--- config.mk ---
export PLATFORM = sky130hd
export DESIGN_NAME = uht_top
export DESIGN_NICKNAME = d
export VERILOG_FILES = /design/src/rtl/uht_pkg.sv /design/src/rtl/uht_tick_if.sv /design/src/rtl/uht_prescaler.sv /design/src/rtl/uht_top.sv
export SDC_FILE = /design/constraint.sdc
export NUM_CORES = 1
export LEC_CHECK = 0
export ABC_AREA = 1
export BUFFER_PORTS_ARGS = -buffer_cell sky130_fd_sc_hd__buf_4
export CORE_MARGIN = 5
export CORE_UTILIZATION = 23
export CTS_CLUSTER_SIZE = 20
export DETAILED_ROUTE_END_ITERATION = 6
export HOLD_SLACK_MARGIN = 0.12
export PLACE_DENSITY_LB_ADDON = 0.15
export SLEW_MARGIN = 20
export SYNTH_ARGS = -nofsm -noshare
export SYNTH_HDL_FRONTEND = slang
export SYNTH_HIERARCHICAL = 1
export SYNTH_SLANG_ARGS = --single-unit
--- constraint.sdc ---
create_clock -name clk_i -period 3.8 [get_ports clk_i]
set_input_delay 0.57 -clock clk_i [delete_from_list [all_inputs] [get_ports clk_i]]
set_output_delay 0.57 -clock clk_i [all_outputs]
set_load 0.02 [all_outputs]
--- src/rtl/uht_pkg.sv ---
// Purpose: Shared constants of the upper half timer control block.
// Assumes: 32-bit classic Wishbone, word aligned registers.
// Notes: Control layout, register offsets and prescale ratios.
`default_nettype none

package uht_pkg;

   // ***************************************************
   // Register offsets (byte addresses)
   // ***************************************************
   localparam logic [4:0] OFF_CTRL = 5'h00;     // Control register
   localparam logic [4:0] OFF_COUNT = 5'h04;    // Running count
   localparam logic [4:0] OFF_PERIOD = 5'h08;   // Period value
   localparam logic [4:0] OFF_STATUS = 5'h0C;   // Sticky events, read only
   localparam logic [4:0] OFF_INT_CLR = 5'h10;  // Write one to clear
   localparam logic [4:0] OFF_INT_EN = 5'h14;   // Interrupt enables

   // ***************************************************
   // Control field positions
   // ***************************************************
   localparam int RUN_BIT = 15;    // Run control
   localparam int IDLE_BIT = 13;   // Stop in idle select
   localparam int GATE_BIT = 6;    // Gated accumulation enable
   localparam int PSC_LSB = 4;     // Prescale select, two bits
   localparam int CS_BIT = 1;      // Clock source select

   // Writable bits of the control register
   localparam logic [15:0] CTRL_MASK = 16'hA072;
   localparam logic [15:0] CTRL_RESET = 16'h0000;
   localparam logic [15:0] COUNT_RESET = 16'h0000;
   localparam logic [15:0] PERIOD_RESET = 16'hFFFF;

   // ***************************************************
   // Event bits
   // ***************************************************
   localparam int EV_W = 2;        // Number of event bits
   localparam int EV_MATCH = 0;    // Period match
   localparam int EV_EXT = 1;      // External edge seen while counting

   // ***************************************************
   // Prescale ratios and internal clock
   // ***************************************************
   localparam logic [8:0] RATIO_0 = 9'h001;   // 1:1
   localparam logic [8:0] RATIO_1 = 9'h008;   // 1:8
   localparam logic [8:0] RATIO_2 = 9'h040;   // 1:64
   localparam logic [8:0] RATIO_3 = 9'h100;   // 1:256
   localparam int FOSC_DIV = 2;               // Internal clock is Fosc/2

endpackage : uht_pkg

`default_nettype wire

--- src/rtl/uht_tick_if.sv ---
// Purpose: Carries the source tick and prescale control to the prescaler.
// Assumes: Single clock domain.
// Notes: ctl drives the source side, psc answers with a divided tick.
`default_nettype none

interface uht_tick_if;
   logic src_tick;          // Undivided count tick
   logic [1:0] psc_sel;     // Prescale select
   logic clr;               // Restart the divider
   logic tick;              // Divided tick

   modport ctl (output src_tick, output psc_sel, output clr, input tick);
   modport psc (input src_tick, input psc_sel, input clr, output tick);
endinterface : uht_tick_if

`default_nettype wire

--- src/rtl/uht_prescaler.sv ---
// Purpose: Divides the source tick by 1, 8, 64 or 256.
// Assumes: src_tick is a one-cycle pulse on clk_i.
// Notes: tick is combinational from the divider state and src_tick.
`default_nettype none

module uht_prescaler
(
   input wire logic clk_i,
   input wire logic rst_i,
   uht_tick_if.psc tk
);

   // ***************************************************
   // Ratio decode
   // ***************************************************
   // Returns the division ratio less one
   function automatic logic [7:0] ratio_m1(input logic [1:0] sel);
      logic [8:0] r;
      r = uht_pkg::RATIO_0;
      case (sel)
         2'b01: r = uht_pkg::RATIO_1;
         2'b10: r = uht_pkg::RATIO_2;
         2'b11: r = uht_pkg::RATIO_3;
         default: r = uht_pkg::RATIO_0;
      endcase
      return 8'(r - 9'h001);
   endfunction : ratio_m1

   logic [7:0] cnt_r;       // Divider position
   logic [7:0] cnt_nxt;
   wire logic [7:0] top_w = ratio_m1(tk.psc_sel);
   wire logic last_w = (cnt_r >= top_w);

   // Pass a tick out when the divider reaches its last step
   assign tk.tick = tk.src_tick && last_w && !tk.clr;

   assign cnt_nxt = tk.clr ? 8'h00 :
                    !tk.src_tick ? cnt_r :
                    last_w ? 8'h00 : 8'(cnt_r + 8'h01);

   // Divider register
   always_ff @(posedge clk_i)
   begin
      if (rst_i)
      begin
         cnt_r <= 8'h00;
      end
      else
      begin
         cnt_r <= cnt_nxt;
      end
   end
endmodule : uht_prescaler

`default_nettype wire

--- src/rtl/uht_top.sv ---
// Purpose: Upper 16-bit timer of a pair, with its control register.
// Assumes: clk_i is the oscillator clock; idle and pair inputs come
//          from logic on clk_i; pins come from outside and are synced.
// Notes: Registers reached over classic Wishbone, one word each.
//
// Notes on behaviour
// - Run bit starts, clearing it stops counting.
// - Idle stop bit halts timer during idle.
// - Gate bit ignored when external clock selected.
// - Internal clock with gate counts only while gated.
// - Prescale 11 divides 256, 00 passes through.
// - Prescale 10 divides 64, 01 divides 8.
// - Clock source set counts external rising edges.
// - Clock source clear counts at half oscillator.
// - Wide pair mode makes this control inert.
// - Unimplemented control bits read back zero.
//
// The Wishbone interface to the registers and the address map were chosen for this implementation.
`default_nettype none

module uht_top
(
   input wire logic clk_i,
   input wire logic rst_i,
   input wire logic wb_cyc_i,
   input wire logic wb_stb_i,
   input wire logic wb_we_i,
   input wire logic [4:0] wb_adr_i,
   input wire logic [3:0] wb_sel_i,
   input wire logic [31:0] wb_dat_i,
   output logic [31:0] wb_dat_o,
   output logic wb_ack_o,
   input wire logic idle_i,
   input wire logic pair_wide_select_i,
   input wire logic external_count_pin_i,
   input wire logic gate_pin_i,
   output logic irq_o,
   output logic match_o
);

   // ***************************************************
   // Byte lane helper
   // ***************************************************
   // Merges write data into a 16-bit value under the byte enables
   function automatic logic [15:0] lane_merge(input logic [15:0] old,
                                              input logic [15:0] dat,
                                              input logic [1:0] sel);
      logic [15:0] res;
      res = old;
      if (sel[0])
      begin
         res[7:0] = dat[7:0];
      end
      if (sel[1])
      begin
         res[15:8] = dat[15:8];
      end
      return res;
   endfunction : lane_merge

   // ***************************************************
   // State
   // ***************************************************
   logic [15:0] ctrl_r;                // Control register
   logic [15:0] count_r;               // Timer count
   logic [15:0] period_r;              // Period value
   logic [uht_pkg::EV_W-1:0] status_r; // Sticky events
   logic [uht_pkg::EV_W-1:0] int_en_r; // Interrupt enables
   logic ack_r;                        // Bus answer
   logic [31:0] dat_r;                 // Read data
   logic irq_r;                        // Interrupt level
   logic match_r;                      // Period match pulse
   logic int_cnt_r;                    // Fosc divider
   logic ext_s1_r;                     // Pin sync, first stage
   logic ext_s2_r;                     // Pin sync, second stage
   logic ext_s3_r;                     // Previous synced pin
   logic gate_s1_r;                    // Gate sync, first stage
   logic gate_s2_r;                    // Gate sync, second stage

   uht_tick_if tk ();

   // ***************************************************
   // Bus decode
   // ***************************************************
   wire logic req_w = wb_cyc_i && wb_stb_i && !ack_r;
   // Writes land at the edge where the master samples ack high
   wire logic wr_w = wb_cyc_i && wb_stb_i && wb_we_i && ack_r;
   wire logic rd_w = req_w && !wb_we_i;
   wire logic hit_ctrl_w = (wb_adr_i == uht_pkg::OFF_CTRL);
   wire logic hit_count_w = (wb_adr_i == uht_pkg::OFF_COUNT);
   wire logic hit_period_w = (wb_adr_i == uht_pkg::OFF_PERIOD);
   wire logic hit_status_w = (wb_adr_i == uht_pkg::OFF_STATUS);
   wire logic hit_clr_w = (wb_adr_i == uht_pkg::OFF_INT_CLR);
   wire logic hit_en_w = (wb_adr_i == uht_pkg::OFF_INT_EN);
   wire logic ctrl_wr_w = wr_w && hit_ctrl_w;
   wire logic count_wr_w = wr_w && hit_count_w;
   wire logic period_wr_w = wr_w && hit_period_w;
   wire logic clr_wr_w = wr_w && hit_clr_w && wb_sel_i[0];
   wire logic en_wr_w = wr_w && hit_en_w && wb_sel_i[0];

   // ***************************************************
   // Control fields
   // ***************************************************
   wire logic run_control = ctrl_r[uht_pkg::RUN_BIT];
   wire logic idle_stop_select = ctrl_r[uht_pkg::IDLE_BIT];
   wire logic gated_accumulate_enable = ctrl_r[uht_pkg::GATE_BIT];
   wire logic [1:0] prescale_select = ctrl_r[uht_pkg::PSC_LSB +: 2];
   wire logic clock_source_select = ctrl_r[uht_pkg::CS_BIT];

   // Counting allowed: running, not halted by idle, not in wide mode
   wire logic count_active_w = run_control
                               && !(idle_i && idle_stop_select)
                               && !pair_wide_select_i;

   // ***************************************************
   // Tick sources
   // ***************************************************
   // Internal clock runs at half the oscillator
   wire logic int_tick_w = (int_cnt_r == 1'(uht_pkg::FOSC_DIV - 1));
   // Rising edge of the synced external pin
   wire logic ext_edge_w = ext_s2_r && !ext_s3_r;
   // Gate passes internal ticks only while active when gating is on
   wire logic gate_open_w = !gated_accumulate_enable || gate_s2_r;
   // External source ignores the gate bit
   wire logic src_tick_w = !count_active_w ? 1'b0 :
                           clock_source_select ? ext_edge_w :
                           (int_tick_w && gate_open_w);

   assign tk.src_tick = src_tick_w;
   assign tk.psc_sel = prescale_select;
   // Rewriting control restarts the divider
   assign tk.clr = ctrl_wr_w || !count_active_w;

   uht_prescaler u_psc
   (
      .clk_i(clk_i),
      .rst_i(rst_i),
      .tk(tk.psc)
   );

   // ***************************************************
   // Count and events
   // ***************************************************
   wire logic at_period_w = (count_r == period_r);
   wire logic match_w = tk.tick && at_period_w && !count_wr_w;
   wire logic [15:0] count_nxt = count_wr_w ?
                      lane_merge(count_r, wb_dat_i[15:0], wb_sel_i[1:0]) :
                      !tk.tick ? count_r :
                      at_period_w ? 16'h0000 :
                      16'(count_r + 16'h0001);
   wire logic [uht_pkg::EV_W-1:0] ev_set_w = {ext_edge_w && count_active_w,
                                              match_w};
   wire logic [uht_pkg::EV_W-1:0] ev_clr_w =
        clr_wr_w ? wb_dat_i[uht_pkg::EV_W-1:0] : '0;
   // Hardware set wins over a software clear in the same cycle
   wire logic [uht_pkg::EV_W-1:0] status_nxt = (status_r & ~ev_clr_w) |
                                               ev_set_w;
   wire logic [15:0] ctrl_nxt = lane_merge(ctrl_r, wb_dat_i[15:0],
                                           wb_sel_i[1:0]) &
                                uht_pkg::CTRL_MASK;

   // ***************************************************
   // Read mux
   // ***************************************************
   wire logic [31:0] rd_dat_w =
        hit_ctrl_w ? {16'h0000, ctrl_r & uht_pkg::CTRL_MASK} :
        hit_count_w ? {16'h0000, count_r} :
        hit_period_w ? {16'h0000, period_r} :
        hit_status_w ? {{(32 - uht_pkg::EV_W){1'b0}}, status_r} :
        hit_en_w ? {{(32 - uht_pkg::EV_W){1'b0}}, int_en_r} :
        32'h0000_0000;

   // Synchronisers for the pins
   always_ff @(posedge clk_i)
   begin
      if (rst_i)
      begin
         ext_s1_r <= 1'b0;
         ext_s2_r <= 1'b0;
         ext_s3_r <= 1'b0;
         gate_s1_r <= 1'b0;
         gate_s2_r <= 1'b0;
      end
      else
      begin
         ext_s1_r <= external_count_pin_i;
         ext_s2_r <= ext_s1_r;
         ext_s3_r <= ext_s2_r;
         gate_s1_r <= gate_pin_i;
         gate_s2_r <= gate_s1_r;
      end
   end

   // Internal clock divider
   always_ff @(posedge clk_i)
   begin
      if (rst_i)
      begin
         int_cnt_r <= 1'b0;
      end
      else
      begin
         int_cnt_r <= int_tick_w ? 1'b0 : 1'(int_cnt_r + 1'b1);
      end
   end

   // Software registers
   always_ff @(posedge clk_i)
   begin
      if (rst_i)
      begin
         ctrl_r <= uht_pkg::CTRL_RESET;
         period_r <= uht_pkg::PERIOD_RESET;
         int_en_r <= '0;
      end
      else
      begin
         if (ctrl_wr_w)
         begin
            ctrl_r <= ctrl_nxt;
         end
         if (period_wr_w)
         begin
            period_r <= lane_merge(period_r, wb_dat_i[15:0], wb_sel_i[1:0]);
         end
         if (en_wr_w)
         begin
            int_en_r <= wb_dat_i[uht_pkg::EV_W-1:0];
         end
      end
   end

   // Count, events and interrupt
   always_ff @(posedge clk_i)
   begin
      if (rst_i)
      begin
         count_r <= uht_pkg::COUNT_RESET;
         status_r <= '0;
         match_r <= 1'b0;
         irq_r <= 1'b0;
      end
      else
      begin
         count_r <= count_nxt;
         status_r <= status_nxt;
         match_r <= match_w;
         irq_r <= |(status_nxt & int_en_r);
      end
   end

   // Bus answer, one cycle after the request, unmapped reads zero
   always_ff @(posedge clk_i)
   begin
      if (rst_i)
      begin
         ack_r <= 1'b0;
         dat_r <= 32'h0000_0000;
      end
      else
      begin
         ack_r <= req_w;
         dat_r <= rd_w ? rd_dat_w : 32'h0000_0000;
      end
   end

   assign wb_ack_o = ack_r;
   assign wb_dat_o = dat_r;
   assign irq_o = irq_r;
   assign match_o = match_r;
endmodule : uht_top

`default_nettype wire

After elaboration in Yosys (flattened, before gate mapping):

Index checks and enable logic that the tools add are counted.

* register bits: 91
* input port bits: 50

* $add $sub $neg: 4
* order comparisons: 1
* eq/ne operators: 11
* mux-type cells: 15
* bitwise logic cells: 5
* reductions and logical operators: 47

Operator list (count)
* 16-bit 2-to-1 mux: 6
* 8-bit 2-to-1 mux: 3
* 1-bit logical AND: 22
* 7-bit one-hot mux with 3 select lines: 1
* 16-bit by 1-bit adder with 16-bit output, second input constant: 1
* 16-bit == test: 1
* 2-bit AND reduction: 6
* 5-bit by 4-bit == test with 1-bit output, second input constant: 2
* 5-bit == test, second input constant: 2
* 1-bit zero test: 9
* 8-bit by 1-bit adder with 8-bit output, second input constant: 1
* 8-bit greater-or-equal comparator: 1
* 2-bit OR reduction: 4
* 8-bit by 1-bit subtractor with 8-bit output, second input constant: 1
* 2-bit 2-to-1 mux: 3
* 6-bit OR reduction: 1
* 5-bit by 3-bit == test with 1-bit output, second input constant: 1
* 5-bit zero test: 1
* 2-bit AND: 2
* 2-bit == test, second input constant: 2
* 2-bit inequality test, second input constant: 2
* 3-bit OR reduction: 1
* 2-bit by 1-bit == test with 1-bit output, second input constant: 1
* 1-bit logical OR: 2
* 6 further kinds: 7

Longest topological paths before layout:

* depth after elaboration: 13
* gate-level depth with buffers: 18
* depth with buffers taken out: 18

Modules after synthesis:

The synthesis kept the hierarchy.

Modules (own cells, without submodules)
* uht_top: instances 1, cells an instance 519, area each 3588.4 µm², sequential area each 1341.3 µm²
* uht_prescaler: instances 1, cells an instance 82, area each 579.3 µm², sequential area each 160.2 µm²

Worst setup path after synthesis:

No wires, ideal clock.

* kind: reg2reg
* start point: register ctrl_r[5]
* end point: register count_r[1]
* library setup time: 0.116 ns
* arrival: 2.036 ns
* path slack: 1.648 ns
* stages on the path, launching flop included: 18
* path buffers: 1
* cell sequence: dfxtp_1 nor2_2 inv_1 ha_1 ha_1 inv_1 nor2_1 nand2_1 nand2_1 nand2_1 nand2_1 nand2_1 nor2_1 nand2_4 nand2_2 buf_6 o21a_1 a21oi_1

* word-level cells in the longest chain between the ends: 8
* elaborated cells between the ends (all ways): 10
* those cells by class: add/sub: 1; order compare: 1; eq/ne: 3; mux: 1; reduce/logical: 4

RTL lines
* start, declared: RTL line uht_top.sv:64 `logic [15:0] ctrl_r;`
* start signal, assigned: RTL line uht_top.sv:212 `ctrl_r <= uht_pkg::CTRL_RESET;`
* start signal, assigned: RTL line uht_top.sv:220 `ctrl_r <= ctrl_nxt;`
* 2-bit == test / 2-bit by 1-bit == test with 1-bit output (equally long branches): RTL line uht_prescaler.sv:20 `case (sel)`
* 7-bit one-hot mux with 3 select lines (*): RTL line uht_prescaler.sv:20
* 8-bit by 1-bit subtractor with 8-bit output (*): RTL line uht_prescaler.sv:26 `return 8'(r - 9'h001);`
* 8-bit greater-or-equal comparator (*): RTL line uht_prescaler.sv:32 `wire logic last_w = (cnt_r >= top_w);`
* 1-bit logical AND (*) (2 in a row): RTL line uht_prescaler.sv:35 `assign tk.tick = tk.src_tick && last_w && !tk.clr;`
* via tk.tick: RTL line uht_tick_if.sv:10 `logic tick;`
* 2-bit nonzero test (no line) (*)
* 2-bit AND reduction (no line) (*)
* end signal, assigned: RTL line uht_top.sv:238 `count_r <= uht_pkg::COUNT_RESET;`
* end signal, assigned: RTL line uht_top.sv:245 `count_r <= count_nxt;`
* end, declared: RTL line uht_top.sv:65 `logic [15:0] count_r;`

The timed path passes the listed nets; every way through them passes the cells marked *.
A chain may end at the register's enable or synchronous reset.

Worst setup path in the final report:

Ends and elaborated chain as after synthesis.

==> impl_metrics.env <==
export IMPL_synthDistinctLibCells=37
export IMPL_clk_latency_ps=340
export IMPL_ios=85
export IMPL_synth_seq_cells=75
export IMPL_synth_top_family_by_area="simple AND/OR/NAND/NOR gates"
export IMPL_r2r_cells=16
export IMPL_max_freq_ghz=0.3822
export IMPL_critPathKind="reg2reg"
export IMPL_crit_arrival_ps=2850
export IMPL_crit_end="count_r[1]"
export IMPL_hp_start="ext_s1_r"
export IMPL_ant_nets=0
export IMPL_slew_headroom_pct=58.04
export IMPL_synth_edff_count=0
export IMPL_finalSetupViolations=0
export IMPL_power_density_nw_per_um2=352.5
export IMPL_startpoint_type="register"
export IMPL_critPathLaunch="ctrl_r[5]"
export IMPL_hp_class="reg2reg"
export IMPL_worstMarginPinSlew_ps=628.7
export IMPL_post_cts_buffers=0
export IMPL_synth_fa_ha_area_share_pct=2.702
export IMPL_gr_total_overflow=0
export IMPL_gp_congestion=0.7728
export IMPL_cts_htree_levels=3
export IMPL_synth_seq_area_share_pct=36.03
export IMPL_mostFrequentLayoutCells="nand2_1, dfxtp_1, inv_1, buf_4, nor2_1"
export IMPL_antenna_cells=0
export IMPL_drv_cap=0
export IMPL_grt_pass1_vias=3668
export IMPL_required_ps=4030
export IMPL_clock_skew_ps=10.76
export IMPL_vias_per_cell=4.405
export IMPL_dieArea_sq_um=20910
export IMPL_cts_root_buffer="clkbuf_16"
export IMPL_die_w_um=144.6
export IMPL_hpwl_um=9322
export IMPL_fin_ws_ps=1184
export IMPL_area_growth_syn_to_layout_pct=19.27
export IMPL_nets=704
export IMPL_r2r_end="count_r[1]"
export IMPL_clkSinkCount=75
export IMPL_rr_startpoint="ctrl_r[5]"
export IMPL_synth_main_ff_cell="dfxtp_1"
export IMPL_clockBufferDepth=2
export IMPL_path_clk_slew_ps=60
export IMPL_report_final_slew_viol_count=0
export IMPL_fin_util_pct=27.77
export IMPL_num_rows=49
export IMPL_p_leak_uw=0.002280
export IMPL_preCtsSetupSlack_ps=1221
export IMPL_cts_resized=0
export IMPL_first_pass_iters=5
export IMPL_yosys_warnings=6
export IMPL_synthCells=601
export IMPL_synth_mux_area_fraction_pct=0
export IMPL_fill_cells=1950
export IMPL_rsz0062_at_grt="no"
export IMPL_via_count=3872
export IMPL_die_h_um=144.6
export IMPL_core_sq_um=17900
export IMPL_hold_viol=0
export IMPL_grt_max_degree=28
export IMPL_rrSetupSlack_ps=1180
export IMPL_end_kind="register"
export IMPL_dpl_instance_area_sq_um=4676
export IMPL_hold_buffers=0
export IMPL_synth_compound_area_share_pct=14.98
export IMPL_period_needed_ps=2616
export IMPL_portBuffers=50
export IMPL_status="finished clean"
export IMPL_synth_xor_area_share_pct=2.732
export IMPL_grt_first_pass_wirelength_um=19610
export IMPL_final_common_cell="nand2_1"
export IMPL_post_drt_wl_per_cell_um=14.31
export IMPL_synth_area_sq_um=4168
export IMPL_fin_area_sq_um=4971
export IMPL_synthSimpleGateAreaFrac_pct=30.02
export IMPL_cts_tree="done"
export IMPL_start_util_pct=23.28
export IMPL_ir_drop_mv=0.1739
export IMPL_syn_avg_cell_area_sq_um=6.935
export IMPL_drtIter0Drc=295
export IMPL_whs_ps=406.2
export IMPL_post_route_period_util_pct=68.85
export IMPL_grtUsageTotal_pct=12.32
export IMPL_cts_made_buffers=9
export IMPL_wl_um=12580
export IMPL_post_route_drc_count=0
export IMPL_async_reset_ff_share_pct=0
export IMPL_antenna_found_initial=0
export IMPL_drive_gt1_share_pct=16.31
export IMPL_worstPathMaxFanout=16
export IMPL_finalSetupTns_ps=0
## kinds of logic (layout without fill, tap and decap cells)
| family | count (synthesis) | count (layout) |
|---|---|---|
| other | 1 | 16 |
| adder cells (fa/ha/maj) | 9 | 9 |
| XOR/XNOR | 13 | 13 |
| flip-flops | 75 | 75 |
| buffers and inverters | 120 | 154 |
| AND/OR/NAND/NOR | 274 | 274 |
| AO/OA/AOI/OAI | 109 | 109 |
## cell usage after synthesis, types with 2 or more instances
| cell type | count | share of area [%] |
|---|---|---|
| nand2_2 | 8 | 1.2 |
| nand4_1 | 15 | 2.3 |
| nor2_2 | 11 | 1.7 |
| o211ai_1 | 7 | 1.3 |
| xor2_1 | 10 | 2.1 |
| inv_2 | 7 | 0.63 |
| nand3_1 | 49 | 5.9 |
| a21oi_1 | 40 | 4.8 |
| nand2_1 | 124 | 11 |
| dfxtp_1 | 75 | 36 |
| clkinv_1 | 4 | 0.36 |
| inv_1 | 71 | 6.4 |
| xnor2_1 | 3 | 0.63 |
| o21ai_0 | 29 | 3.5 |
| a211oi_1 | 9 | 1.6 |
| nor2_4 | 3 | 0.81 |
| nor3_1 | 5 | 0.60 |
| clkbuf_1 | 5 | 0.45 |
| ha_1 | 9 | 2.7 |
| o21ai_1 | 12 | 1.4 |
| a22oi_1 | 2 | 0.36 |
| nand3_2 | 3 | 0.72 |
| nor2_1 | 52 | 4.7 |
| buf_4 | 20 | 3.6 |
| o21a_1 | 3 | 0.54 |
| buf_2 | 9 | 1.1 |
| buf_6 | 3 | 0.81 |
| o221ai_1 | 4 | 0.84 |
## per-layer routing
metal	vias to the layer above	routed length (um)	track usage, %
met2	99	6007	20.43
met4	0	139	3.878
met1	1752	5778	15.98
li1	2012	-	-
met3	9	650	2.679
met5	-	0	0
## how the worst min path moves through the flow
stage                           end  slack, ps  depth (start not counted)
after floorplan           int_cnt_r        390                          1
after global placement    int_cnt_r        390                          1
after CTS                  ext_s2_r        410                          2
final                      ext_s2_r        410                          2
after detailed placement  gate_s2_r        400                          2
after global routing       ext_s1_r        430                          3
## registers in the layout, indices dropped and copies added (netlist names), 2 cells and up
register	flops
period_r	16
ctrl_r	6
status_r	2
count_r	16
wb_dat_o	16
u_psc/cnt_r	8
int_en_r	2
## where the power goes
group          switching, uW  leakage (uW)  internal [uW]
Sequential              1.83      0.000606            790
Clock                    345      0.000145            523
Combinational           60.1       0.00153           31.4
## stage by stage
stage | power, uW | std cells
2_1_floorplan | 867.4 | 616
3_3_place_gp | 901.1 | 863
3_5_place_dp | 901.3 | 863
4_1_cts | 1786 | 879
5_1_grt | 1821 | 879
6_report | 1752 | 879
## area by class of cell
type / count / area, sq um / share of cell area [%]
clock buffer: 11 / 242.7 / 4.883
tap: 229 / 286.5 / 5.764
multi-input combinational: 421 / 2162 / 43.49
timing repair buffer: 55 / 412.9 / 8.306
inverter: 83 / 312.8 / 6.292
clock inverter: 5 / 52.55 / 1.057
sequential: 75 / 1501 / 30.20
## worst max-delay path, stage by stage (launching register included)
cell and delay (ps):
dfxtp_1 360, nor2_2 200, inv_1 60, ha_1 290, ha_1 280, inv_1 40, nor2_1 90, nand2_1 70
nand2_1 60, nand2_1 40, nand2_1 60, nand2_1 80, nor2_1 220, nand2_4 200, nand2_2 250, o21a_1 160
a21oi_1 60
(Power assumes the default switching activity.)
